**src/adc_ctrl_pkg.sv**
```systemverilog
package adc_ctrl_pkg;

  // ==========================================================================
  // Register offsets
  localparam logic [7:0] ADDR_POWER    = 8'h08;
  localparam logic [7:0] ADDR_CLK_STAB = 8'h09;
  localparam logic [7:0] ADDR_CLK_DIV  = 8'h0B;
  localparam logic [7:0] ADDR_TEST     = 8'h0D;
  localparam logic [7:0] ADDR_OFFSET   = 8'h10;
  localparam logic [7:0] ADDR_USER1_LO = 8'h19;
  localparam logic [7:0] ADDR_USER1_HI = 8'h1A;
  localparam logic [7:0] ADDR_COMMIT   = 8'hFF;

  // ==========================================================================
  // Reset values
  localparam logic [7:0] POWER_RST    = 8'h00;
  localparam logic [7:0] CLK_STAB_RST = 8'h01;
  localparam logic [7:0] CLK_DIV_RST  = 8'h00;
  localparam logic [7:0] TEST_RST     = 8'h00;
  localparam logic [7:0] OFFSET_RST   = 8'h00;
  localparam logic [7:0] USER_LO_RST  = 8'h00;
  localparam logic [7:0] USER_HI_RST  = 8'h00;

  // ==========================================================================
  // Field positions
  localparam int PWR_LSB       = 0;
  localparam int DCS_BIT       = 0;
  localparam int DIV_RATIO_LSB = 0;
  localparam int DIV_PHASE_LSB = 3;
  localparam int TEST_SEL_LSB  = 0;
  localparam int SHORT_RST_BIT = 4;
  localparam int LONG_RST_BIT  = 5;
  localparam int TEST_ONCE_BIT = 7;
  localparam int OFFSET_LSB    = 0;
  localparam int COMMIT_BIT    = 0;

  // ==========================================================================
  // Encodings and data path
  localparam logic [1:0] PWR_NORMAL  = 2'h0;
  localparam logic [1:0] PWR_OFF     = 2'h1;
  localparam logic [1:0] PWR_STANDBY = 2'h2;

  localparam logic [3:0] SEL_OFF     = 4'h0;
  localparam logic [3:0] SEL_MID     = 4'h1;
  localparam logic [3:0] SEL_POS_FS  = 4'h2;
  localparam logic [3:0] SEL_NEG_FS  = 4'h3;
  localparam logic [3:0] SEL_CHECKER = 4'h4;
  localparam logic [3:0] SEL_PN_LONG = 4'h5;
  localparam logic [3:0] SEL_PN_SHRT = 4'h6;
  localparam logic [3:0] SEL_TOGGLE  = 4'h7;
  localparam logic [3:0] SEL_USER    = 4'h8;
  localparam logic [3:0] SEL_RAMP    = 4'hF;

  localparam int DATA_W     = 12;
  localparam int FIFO_DEPTH = 8;

  localparam logic [11:0] WORD_MID    = 12'h000;
  localparam logic [11:0] WORD_POS_FS = 12'h7FF;
  localparam logic [11:0] WORD_NEG_FS = 12'h800;
  localparam logic [11:0] WORD_CHK_A  = 12'hAAA;
  localparam logic [11:0] WORD_CHK_B  = 12'h555;
  localparam logic [11:0] WORD_ONES   = 12'hFFF;
  localparam logic [11:0] WORD_ZERO   = 12'h000;

  localparam int          PN_LONG_W    = 23;
  localparam int          PN_LONG_TAP  = 18;
  localparam logic [22:0] PN_LONG_SEED = 23'h7FFFFF;
  localparam int          PN_SHRT_W    = 9;
  localparam int          PN_SHRT_TAP  = 5;
  localparam logic [8:0]  PN_SHRT_SEED = 9'h1FF;

  // ==========================================================================
  // Types
  typedef enum logic {PAT_RUN, PAT_DONE} pat_state_t;

  typedef struct packed {
    logic       wr;
    logic       rd;
    logic [7:0] addr;
    logic [7:0] wdata;
  } reg_req_t;

  typedef struct packed {
    logic [1:0]  pwr;
    logic        dcs_en;
    logic [2:0]  div_phase;
    logic [2:0]  div_ratio;
    logic        test_once;
    logic        long_rst;
    logic        short_rst;
    logic [3:0]  test_sel;
    logic [5:0]  offset;
    logic [15:0] user1;
  } cfg_t;

  localparam cfg_t CFG_RESET = '{
    pwr:       POWER_RST[PWR_LSB +: 2],
    dcs_en:    CLK_STAB_RST[DCS_BIT],
    div_phase: CLK_DIV_RST[DIV_PHASE_LSB +: 3],
    div_ratio: CLK_DIV_RST[DIV_RATIO_LSB +: 3],
    test_once: TEST_RST[TEST_ONCE_BIT],
    long_rst:  TEST_RST[LONG_RST_BIT],
    short_rst: TEST_RST[SHORT_RST_BIT],
    test_sel:  TEST_RST[TEST_SEL_LSB +: 4],
    offset:    OFFSET_RST[OFFSET_LSB +: 6],
    user1:     {USER_HI_RST, USER_LO_RST}
  };

endpackage

```
**src/sample_fifo.sv**
```systemverilog
`timescale 1ns/1ps
module sample_fifo
  import adc_ctrl_pkg::*;
#(
  parameter int WIDTH = 12,
  parameter int DEPTH = 8
) (
  input  wire logic             clk,
  input  wire logic             rst,
  input  wire logic             ce,
  input  wire logic [WIDTH-1:0] in_data,
  input  wire logic             in_valid,
  output logic                  in_ready,
  output logic      [WIDTH-1:0] out_data,
  output logic                  out_valid,
  input  wire logic             out_ready
);
  localparam int AW = $clog2(DEPTH);

  logic [WIDTH-1:0] mem [DEPTH];
  logic [AW-1:0]    wr_ptr_reg;
  logic [AW-1:0]    rd_ptr_reg;
  logic [AW:0]      count_reg;
  logic             push;
  logic             pop;

  assign in_ready  = (count_reg != (AW+1)'(DEPTH));
  assign out_valid = (count_reg != '0);
  assign out_data  = mem[rd_ptr_reg];
  assign push      = ce && in_valid && in_ready;
  assign pop       = ce && out_valid && out_ready;

  always_ff @(posedge clk) begin
    if (push) begin
      mem[wr_ptr_reg] <= in_data;
    end
  end

  always_ff @(posedge clk or posedge rst) begin
    if (rst) begin
      wr_ptr_reg <= '0;
      rd_ptr_reg <= '0;
      count_reg  <= '0;
    end else begin
      if (push) begin
        wr_ptr_reg <= (wr_ptr_reg == AW'(DEPTH-1)) ? '0 : wr_ptr_reg + 1'b1;
      end
      if (pop) begin
        rd_ptr_reg <= (rd_ptr_reg == AW'(DEPTH-1)) ? '0 : rd_ptr_reg + 1'b1;
      end
      if (push && !pop) begin
        count_reg <= count_reg + 1'b1;
      end else if (pop && !push) begin
        count_reg <= count_reg - 1'b1;
      end
    end
  end
endmodule

```
**src/pn_sequence.sv**
```systemverilog
`timescale 1ns/1ps
module pn_sequence
  import adc_ctrl_pkg::*;
#(
  parameter int           WIDTH = 9,
  parameter int           TAP   = 5,
  parameter logic [WIDTH-1:0] SEED = '1
) (
  input  wire logic             clk,
  input  wire logic             rst,
  input  wire logic             ce,
  input  wire logic             restart,
  input  wire logic             step,
  output logic      [WIDTH-1:0] state
);
  // Fibonacci shift register, seed held while restart is set
  always_ff @(posedge clk or posedge rst) begin
    if (rst) begin
      state <= SEED;
    end else if (ce) begin
      if (restart) begin
        state <= SEED;
      end else if (step) begin
        state <= {state[WIDTH-2:0], state[WIDTH-1] ^ state[TAP-1]};
      end
    end
  end
endmodule

```
**src/adc_control_register_bank.sv**
```systemverilog
`timescale 1ns/1ps
module adc_control_register_bank
  import adc_ctrl_pkg::*;
(
  input  wire logic              clk,
  input  wire logic              rst,
  input  wire logic              ce,
  input  wire reg_req_t          reg_req,
  output logic      [7:0]        reg_rdata,
  input  wire logic [DATA_W-1:0] sample_data,
  input  wire logic              sample_valid,
  output logic                   sample_ready,
  output logic      [DATA_W-1:0] out_data,
  output logic                   out_valid,
  input  wire logic              out_ready,
  output logic                   div_clk_tick,
  output logic                   dcs_active,
  output logic                   power_down,
  output logic                   standby
);

  // ==========================================================================
  // Shadow and active settings
  cfg_t       shadow_reg;
  cfg_t       active_reg;
  logic       commit_reg;
  logic       commit_wr;
  logic [7:0] rd_next;

  assign commit_wr = reg_req.wr && (reg_req.addr == ADDR_COMMIT) &&
                     reg_req.wdata[COMMIT_BIT];

  always_ff @(posedge clk or posedge rst) begin
    if (rst) begin
      shadow_reg <= CFG_RESET;
    end else if (ce && reg_req.wr) begin
      case (reg_req.addr)
        ADDR_POWER:    shadow_reg.pwr    <= reg_req.wdata[PWR_LSB +: 2];
        ADDR_CLK_STAB: shadow_reg.dcs_en <= reg_req.wdata[DCS_BIT];
        ADDR_CLK_DIV: begin
          shadow_reg.div_ratio <= reg_req.wdata[DIV_RATIO_LSB +: 3];
          shadow_reg.div_phase <= reg_req.wdata[DIV_PHASE_LSB +: 3];
        end
        ADDR_TEST: begin
          shadow_reg.test_sel  <= reg_req.wdata[TEST_SEL_LSB +: 4];
          shadow_reg.short_rst <= reg_req.wdata[SHORT_RST_BIT];
          shadow_reg.long_rst  <= reg_req.wdata[LONG_RST_BIT];
          shadow_reg.test_once <= reg_req.wdata[TEST_ONCE_BIT];
        end
        ADDR_OFFSET:   shadow_reg.offset <= reg_req.wdata[OFFSET_LSB +: 6];
        ADDR_USER1_LO: shadow_reg.user1[7:0] <= reg_req.wdata;
        ADDR_USER1_HI: shadow_reg.user1[15:8] <= reg_req.wdata;
        default:       ;
      endcase
    end
  end

  always_ff @(posedge clk or posedge rst) begin
    if (rst) begin
      commit_reg <= 1'b0;
    end else if (ce) begin
      commit_reg <= commit_wr;
    end
  end

  always_ff @(posedge clk or posedge rst) begin
    if (rst) begin
      active_reg <= CFG_RESET;
    end else if (ce && commit_reg) begin
      active_reg <= shadow_reg;
    end
  end

  always_comb begin
    rd_next = 8'h00;
    case (reg_req.addr)
      ADDR_POWER:    rd_next[PWR_LSB +: 2] = shadow_reg.pwr;
      ADDR_CLK_STAB: rd_next[DCS_BIT] = shadow_reg.dcs_en;
      ADDR_CLK_DIV: begin
        rd_next[DIV_RATIO_LSB +: 3] = shadow_reg.div_ratio;
        rd_next[DIV_PHASE_LSB +: 3] = shadow_reg.div_phase;
      end
      ADDR_TEST: begin
        rd_next[TEST_SEL_LSB +: 4] = shadow_reg.test_sel;
        rd_next[SHORT_RST_BIT]     = shadow_reg.short_rst;
        rd_next[LONG_RST_BIT]      = shadow_reg.long_rst;
        rd_next[TEST_ONCE_BIT]     = shadow_reg.test_once;
      end
      ADDR_OFFSET:   rd_next[OFFSET_LSB +: 6] = shadow_reg.offset;
      ADDR_USER1_LO: rd_next = shadow_reg.user1[7:0];
      ADDR_USER1_HI: rd_next = shadow_reg.user1[15:8];
      ADDR_COMMIT:   rd_next[COMMIT_BIT] = commit_reg;
      default:       rd_next = 8'h00;
    endcase
  end

  always_ff @(posedge clk or posedge rst) begin
    if (rst) begin
      reg_rdata <= 8'h00;
    end else if (ce && reg_req.rd) begin
      reg_rdata <= rd_next;
    end
  end

  // ==========================================================================
  // Power state and clock divider
  logic [2:0] div_cnt_reg;
  logic [7:0] div_dly_reg;

  // power field decode, reserved code treated as normal
  assign power_down = (active_reg.pwr == PWR_OFF);
  assign standby    = (active_reg.pwr == PWR_STANDBY);

  // stabilizer on by default or with any divide
  assign dcs_active = active_reg.dcs_en || (active_reg.div_ratio != 3'h0);

  always_ff @(posedge clk or posedge rst) begin
    if (rst) begin
      div_cnt_reg <= 3'h0;
    end else if (ce) begin
      if (commit_reg || div_cnt_reg >= active_reg.div_ratio) begin
        div_cnt_reg <= 3'h0;
      end else begin
        div_cnt_reg <= div_cnt_reg + 3'h1;
      end
    end
  end

  // delay line tap, stale pulses flushed on commit
  always_ff @(posedge clk or posedge rst) begin
    if (rst) begin
      div_dly_reg <= 8'h00;
    end else if (ce) begin
      div_dly_reg <= commit_reg ? 8'h00 : {div_dly_reg[6:0], div_cnt_reg == 3'h0};
    end
  end

  assign div_clk_tick = div_dly_reg[active_reg.div_phase];

  // ==========================================================================
  // Sample buffer and pattern generators
  logic [DATA_W-1:0]    fifo_data;
  logic                 fifo_valid;
  logic                 advance;
  logic                 in_test;
  logic                 toggle_reg;
  logic [DATA_W-1:0]    ramp_reg;
  logic [PN_LONG_W-1:0] pn_long;
  logic [PN_SHRT_W-1:0] pn_short;
  pat_state_t           pat_state;
  logic [DATA_W-1:0]    test_word;
  logic [DATA_W-1:0]    norm_word;
  logic signed [DATA_W+1:0] sum;

  assign in_test = (active_reg.test_sel != SEL_OFF);
  assign advance = ce && fifo_valid && (!out_valid || out_ready) &&
                   !power_down && !standby;

  sample_fifo #(
    .WIDTH (DATA_W),
    .DEPTH (FIFO_DEPTH)
  ) u_fifo (
    .clk       (clk),
    .rst       (rst),
    .ce        (ce),
    .in_data   (sample_data),
    .in_valid  (sample_valid),
    .in_ready  (sample_ready),
    .out_data  (fifo_data),
    .out_valid (fifo_valid),
    .out_ready (advance)
  );

  // seed held while restart bit set
  pn_sequence #(
    .WIDTH (PN_LONG_W),
    .TAP   (PN_LONG_TAP),
    .SEED  (PN_LONG_SEED)
  ) u_pn_long (
    .clk     (clk),
    .rst     (rst),
    .ce      (ce),
    .restart (active_reg.long_rst),
    .step    (advance && active_reg.test_sel == SEL_PN_LONG),
    .state   (pn_long)
  );

  pn_sequence #(
    .WIDTH (PN_SHRT_W),
    .TAP   (PN_SHRT_TAP),
    .SEED  (PN_SHRT_SEED)
  ) u_pn_short (
    .clk     (clk),
    .rst     (rst),
    .ce      (ce),
    .restart (active_reg.short_rst),
    .step    (advance && active_reg.test_sel == SEL_PN_SHRT),
    .state   (pn_short)
  );

  always_ff @(posedge clk or posedge rst) begin
    if (rst) begin
      toggle_reg <= 1'b0;
      ramp_reg   <= '0;
    end else if (ce && commit_reg) begin
      toggle_reg <= 1'b0;
      ramp_reg   <= '0;
    end else if (advance) begin
      toggle_reg <= !toggle_reg;
      ramp_reg   <= ramp_reg + 1'b1;
    end
  end

  // one word in single mode, then zeros until next commit
  always_ff @(posedge clk or posedge rst) begin
    if (rst) begin
      pat_state <= PAT_RUN;
    end else if (ce) begin
      case (pat_state)
        PAT_RUN: begin
          if (!commit_reg && advance && in_test && active_reg.test_once) begin
            pat_state <= PAT_DONE;
          end
        end
        PAT_DONE: begin
          if (commit_reg) begin
            pat_state <= PAT_RUN;
          end
        end
        default: pat_state <= PAT_RUN;
      endcase
    end
  end

  always_comb begin
    case (active_reg.test_sel)
      SEL_MID:     test_word = WORD_MID;
      SEL_POS_FS:  test_word = WORD_POS_FS;
      SEL_NEG_FS:  test_word = WORD_NEG_FS;
      SEL_CHECKER: test_word = toggle_reg ? WORD_CHK_B : WORD_CHK_A;
      SEL_PN_LONG: test_word = pn_long[DATA_W-1:0];
      SEL_PN_SHRT: test_word = {3'h0, pn_short};
      SEL_TOGGLE:  test_word = toggle_reg ? WORD_ZERO : WORD_ONES;
      SEL_USER:    test_word = active_reg.user1[15 -: DATA_W];
      SEL_RAMP:    test_word = ramp_reg;
      default:     test_word = WORD_ZERO;
    endcase
  end

  always_comb begin
    sum = $signed({{2{fifo_data[DATA_W-1]}}, fifo_data}) +
          $signed({{(DATA_W-4){active_reg.offset[5]}}, active_reg.offset});
    if (sum > $signed({2'b00, WORD_POS_FS})) begin
      norm_word = WORD_POS_FS;
    end else if (sum < $signed({2'b11, WORD_NEG_FS})) begin
      norm_word = WORD_NEG_FS;
    end else begin
      norm_word = sum[DATA_W-1:0];
    end
  end

  always_ff @(posedge clk or posedge rst) begin
    if (rst) begin
      out_data  <= '0;
      out_valid <= 1'b0;
    end else if (ce) begin
      if (advance) begin
        out_valid <= 1'b1;
        if (!in_test) begin
          out_data <= norm_word;
        end else if (pat_state == PAT_DONE) begin
          out_data <= WORD_ZERO;
        end else begin
          out_data <= test_word;
        end
      end else if (out_ready) begin
        out_valid <= 1'b0;
      end
    end
  end
endmodule

```
**config.mk**
```make
export PLATFORM = sky130hd
export DESIGN_NAME = adc_control_register_bank
export DESIGN_NICKNAME = d
export VERILOG_FILES = /design/src/adc_ctrl_pkg.sv /design/src/sample_fifo.sv /design/src/pn_sequence.sv /design/src/adc_control_register_bank.sv
export SDC_FILE = /design/constraint.sdc
export NUM_CORES = 1
export LEC_CHECK = 0
export BUFFER_PORTS_ARGS = -buffer_cell sky130_fd_sc_hd__buf_4
export CAP_MARGIN = 10
export CORE_MARGIN = 2
export CORE_UTILIZATION = 35
export CTS_CLUSTER_SIZE = 10
export DETAILED_ROUTE_END_ITERATION = 8
export PLACE_DENSITY = 0.6
export SKIP_CTS_REPAIR_TIMING = 1
export SLEW_MARGIN = 5
export SYNTH_ARGS = -nofsm -noshare
export SYNTH_HDL_FRONTEND = slang
export SYNTH_SLANG_ARGS = --single-unit
```
**constraint.sdc**
```tcl
create_clock -name clk -period 5.5 [get_ports clk]
set_clock_uncertainty 0.1 [all_clocks]
set_input_delay 0.275 -clock clk [delete_from_list [all_inputs] [get_ports clk]]
set_output_delay 0.275 -clock clk [all_outputs]
set_load 0.03 [all_outputs]
```
* Yosys cells after proc, flatten, opt, wreduce, memory -nomap -nowiden
Memory sizes are Yosys's and may differ from the RTL's.
Index checks and enable logic that the tools add are counted.
W data, S select, Z words.
** Word-level totals
- Word-level logic and storage cells :: 155
- Output and inout bits :: 26
- Memories kept :: 1
- Bits of input ports :: 35
- Register bits :: 165
- RAM bits :: 96
** Memories
- u_fifo.mem :: depth 8, width 12, read ports 1, clocked after Yosys merged registers in 0, wr ports 1, line sample_fifo.sv:20 : logic [WIDTH-1:0] mem [DEPTH];
** Cells by class
- Multiplexer cells :: 35
- Reductions and logical operators :: 49
- Eq/ne operators :: 21
- Add/sub/neg operators :: 7
- $lt $le $gt $ge :: 4
- Bitwise logic cells :: 3
** Operators with widths (count)
- $mux W12 :: 8
- $pmux W12 S8 :: 1
- $mux W23 :: 2
- $eq A8 B4 Y1 const B :: 4
- $eq A8 B5 Y1 const B :: 3
- $reduce_and A2 Y1 :: 11
- $pmux W4 S5 :: 1
- $logic_and A1 B1 Y1 :: 19
- $mux W9 :: 2
- $eq A4 B3 Y1 const B :: 4
- $add A12 B6 Y13 :: 1
- $gt A13 B12 Y1 const B :: 1
- $lt A13 B12 Y1 const B :: 1
- $add A12 B1 Y12 const B :: 1
- $reduce_bool A2 Y1 :: 5
- $add A3 B1 Y3 const B :: 3
- $mux W1 :: 9
- $mux W3 :: 3
- $eq A4 B2 Y1 const B :: 2
- $eq A4 B4 Y1 const B :: 2
- $eq A8 B8 Y1 const B :: 1
- $mux W4 :: 2
- $mux W8 :: 1
- $pmux W1 S8 :: 1
- other kinds (19) :: 31

* Depth between registers and ports, before layout
- Depth after elaboration :: 10
- Depth in mapped cells :: 13
- Gate-level depth less buffers :: 12

* Hierarchy
A second synthesis with hierarchy kept.
** Second synthesis, totals
- Cells, all modules :: 983
- Area total of the unflattened synthesis :: 12250.5 µm²
** By module, submodules not included
- adc_control_register_bank :: area each 6431.2 µm², seq. area each 2980.4 µm², cells each 660, instances 1
- sample_fifo :: area each 4312.9 µm², seq. area each 3133.0 µm², cells each 204, instances 1
- pn_sequence at u_pn_long :: area each 1034.7 µm², seq. area each 604.3 µm², cells each 81, instances 1
- pn_sequence at u_pn_short :: area each 471.7 µm², seq. area each 236.5 µm², cells each 38, instances 1

* Worst setup path before layout
OpenSTA, ideal clock, no wires.
- Path kind :: register -> register
- Start :: register u_fifo.rd_ptr_reg[0]
- End :: register out_data[0]
- Period minus slack after synthesis :: 3884 ps
- Stages on the path, launching flop included :: 14
- Setup time :: 126 ps
- Required time :: 5274 ps
- Path buffers :: 3
- Setup slack :: 1616 ps
- Arrival time :: 3658 ps
- Cell sequence :: dfrtp_1 > buf_2 > buf_2 > mux4_2 > mux2_2 > ha_1 > fa_1 > a211o_1 > a211o_1 > a2111oi_2 > a2bb2oi_2 > or2b_1 > buf_6 > a31oi_1
** Between the ends
- Word-level cells in the longest chain between the ends :: 6
- Elaborated cells between the ends (all ways) :: 7
- Classes of those cells :: 1 x add/sub; 2 x order compare; 3 x mux; 1 x memory
** RTL lines
- start, declared :: line sample_fifo.sv:22 : logic [AW-1:0] rd_ptr_reg;
- start signal, assigned :: line sample_fifo.sv:49 : rd_ptr_reg <= (rd_ptr_reg == AW'(DEPTH-1)) ? '0 : rd_ptr_reg + 1'b1;
- $mem_v2 Z8 W12 (*)
- $add A12 B6 Y13 (*) :: line adc_control_register_bank.sv:251 : sum = $signed({{2{fifo_data[DATA_W-1]}}, fifo_data}) +
- $lt A13 B12 Y1 :: line adc_control_register_bank.sv:255 : end else if (sum < $signed({2'b11, WORD_NEG_FS})) begin
- $mux W12 :: line adc_control_register_bank.sv:255
- $mux W12 (*) :: line adc_control_register_bank.sv:253 : if (sum > $signed({2'b00, WORD_POS_FS})) begin
- $mux W12 (*) :: line adc_control_register_bank.sv:269 : if (!in_test) begin
- end signal, assigned :: line adc_control_register_bank.sv:270 : out_data <= norm_word;
- end signal, assigned :: line adc_control_register_bank.sv:274 : out_data <= test_word;
- end, declared :: line adc_control_register_bank.sv:13 : output logic [DATA_W-1:0] out_data,
Mark *: on every way between the ends. The rest lies on a longest branch, timed or not.
A chain may end at the register's enable or synchronous reset.

* Worst setup path after layout
Ends and elaborated chain as after synthesis.

==> results by group <==
Layout
  • Non-Filler Instances: roughly 1,500
  • Commonest non-fill, non-tap cell in the layout: nand2_1
  • Nets: 1,078
  • Layout cell share with drive strength beyond 1: 0.222
  • Max reg flops: 96
  • Synth-to-layout area growth: 17.8%
  • Ant. Diodes: 0
  • Fillcell total: around 3,100
  • Most frequent cells in the layout: nand2_1 (162), dfrtp_1 (127), edfxtp_1 (96)

Placement
  • Post-DP HPWL: around 18 mm
  • Routability Congestion: just over 0.8
  • IO buf count: 60
  • Pre-CTS setup slack: 1.17 ns
  • Placed cell count: 1,403

Route
  • Antenna-violating nets left: 0
  • Initial DRT Pass Iterations: 6
  • Routed len/inst: approximately 18 µm
  • DR vias: roughly 7,600
  • Initial DRC Count: between 700 and 800
  • Via density: approximately 5
  • # DRC: 0
  • Final wirelength: ~26 mm

STA
  • RSZ-0062 raised after global routing: no
  • Final setup fails: 0
  • Final Hold Vio Count: 0
  • Hold slack final: between 0.009 and 0.01 ns
  • Fin crit share: 0.780
  • Slew HR: 0.330
  • Max-slew violations: 0
  • Maximum clock rate: around 230 MHz
  • Final critical-path setup slack: 1.21 ns
  • Final min period: approximately 4.3 ns
  • Setup tns final: 0 ns
  • Actual slew at the worst max-slew pin: around 1 ns

Critical path
  • FF-to-FF Start: u_fifo.rd_ptr_reg[0]$_DFFE_PP0P_
  • CP endpoint kind: flop
  • Kind of critical path: flop to flop
  • CP max FO: 15
  • WP data required: between 5 and 6 ns
  • Critical path launch point: u_fifo.rd_ptr_reg[0]$_DFFE_PP0P_
  • RR Endpoint: out_data[0]$_DFFE_PP0P_
  • Crit path launch type: flop
  • Critical Path AT: 4.60 ns
  • Worst reg2reg path depth: 10
  • R2R setup slack: about 1.2 ns

Logic synthesis
  • Syn_area_per_cell: approximately 13 µm²
  • Largest family of logic cells by synthesized area: simple AND/OR/NAND/NOR gates
  • Synth Warn #: 0
  • Post-synthesis mux area share: 0.101
  • Mapped Nets: ~990
  • Adder-cell share of the synthesized area: 0.0302
  • Top cells by area, synth: dfrtp_1 (27%), edfxtp_1 (25%), dfstp_2 (7.7%)
  • Post-synthesis simple-gate area fraction: 0.116
  • Mapped cell area: roughly 0.012 mm²
  • Number of synthesized register bits: approximately 260
  • Main flop type after synthesis: dfrtp_1
  • Post-synth EDFFs: 96
  • Sequential area share after synthesis: 0.596
  • Synth Area in XOR/XNOR: 0.0188
  • Synth Area in Compound Gates: 0.113
  • Share of the synthesized area in the top cell type: 0.272
  • Post-Syn Instances: 932
  • Synth cell types: slightly below 70
  • Synth area leader: dfrtp_1
  • FFs w/ async S/R, synth: 0.626

Floorplanning
  • Die span in x: between 150 and 200 µm
  • Initial core utilization: 0.357
  • Core area: roughly 0.033 mm²
  • Row cnt: 66
  • Area of the die: roughly 0.035 mm²
  • I/O pin count: approximately 60
  • Die height: 187 µm

CTS
  • CTS buffer count: 30
  • CTS Buffer Depth: 3
  • Clk sinks: roughly 260
  • CTS tree: yes
  • Clock Latency Late Sink: approximately 0.55 ns
  • H-tree level count: 1
  • Root Buffer: clkbuf_16
  • Clock Pin Slew Worst Setup and Hold Paths: ~0.060 ns

Global routing
  • Gr usage total: 0.150
  • Largest net degree at the start of global routing: between 100 and 150
  • Number of global-route vias before repair: approximately 7,600
  • Overflow after GRT: 0
  • Antenna violations before repair: 0
  • First-pass GRT wire length: around 42 mm

Hold path
  • Worst hold start: reg_req[16]
  • Worst hold stages: 3
  • Hold Path End: reg_rdata[0]$_DFFE_PP0P_
  • Hold Path Class: primary input to flop

Power and ir drop
  • VDD IR-drop max: around 0.00021 V
  • Total power: 5.61 mW
  • Static Leakage: approximately 5.7 nW
  • Pwr dens: 408 mW/mm²

Job
  • MaxCap Viol Count: 0

Run status
  • Status: finished, final reports clean
[critical path, cell delays in order, from the launching register on]
cell and delay (ns):
dfrtp_1 0.82, buf_4 0.40, mux4_2 0.53, mux2_2 0.29, ha_1 0.34, a211o_1 0.33, a211o_1 0.35, a2111oi_2 0.36
a2bb2oi_2 0.19, or2b_1 0.29, a31oi_1 0.13
[cell families after synthesis]
logic type      Yosys count
buf+inv                  70
mux                      79
compound gates          175
xor+xnor                 25
simple gates            299
fa+ha+maj                27
flops                   257
[worst max-delay path by stage]
stage / slack [ns] / cells after the start / end
4_1_cts: 1.14 / 10 / out_data[0]$_DFFE_PP0P_
5_1_grt: 0.89 / 10 / out_data[3]$_DFFE_PP0P_
2_1_floorplan: 0.83 / 1 / active_reg[10]$_DFFE_PP0P_
3_5_place_dp: 1.17 / 10 / out_data[0]$_DFFE_PP0P_
3_3_place_gp: 1.17 / 10 / out_data[10]$_DFFE_PP0P_
6_report: 1.21 / 10 / out_data[0]$_DFFE_PP0P_
[final cells by class]
cell class	count	area, µm²	share of cell area
clock buffers	53	868	0.0631
clock inverters	3	38.8	0.00282
inverters	23	91.3	0.00664
multi-input cells	605	4450	0.323
flip-flops and latches	257	6950	0.506
well taps	442	553	0.0402
repair buffers	99	801	0.0582
[Yosys cell counts, drive strengths merged (7+ instances only)]
cell	n
a21o	12
a21oi	22
a222oi	17
a22oi	7
a31oi	18
and3	9
buf	18
clkbuf	29
dfrtp	127
dfstp	34
edfxtp	96
ha	25
inv	23
mux2	53
mux4	26
nand2	162
nand2b	11
nand3	14
nand4	8
nor2	50
nor2b	10
nor3	12
nor3b	7
o21ai	28
o22a	31
xnor2	13
xor2	12
[report_power, final]
| group | leakage (nW) | internal, mW | switching (mW) |
|---|---|---|---|
| combinational | 2.40 | 0.648 | 0.722 |
| sequential | 2.90 | 2.20 | 0.207 |
| clock | 0.434 | 1.10 | 0.734 |
[metrics by stage]
step	area, µm²	util
global route	13800	0.421
CTS	13500	0.414
detailed placement	12600	0.386
finish	13800	0.421
global placement	12600	0.386
floorplan	11700	-
[layer usage]
layer / up-vias / wire, µm / global-route usage / part of all wire
met3: 28 / 1060 / 0.0224 / 0.041
met4: 0 / 418 / 0.0391 / 0.016
met2: 160 / 12400 / 0.243 / 0.47
li1: 3604 / - / - / -
met1: 3767 / 12300 / 0.213 / 0.47
met5: - / 0 / 0 / 0
No activity file was read; power rests on OpenSTA's default activity.
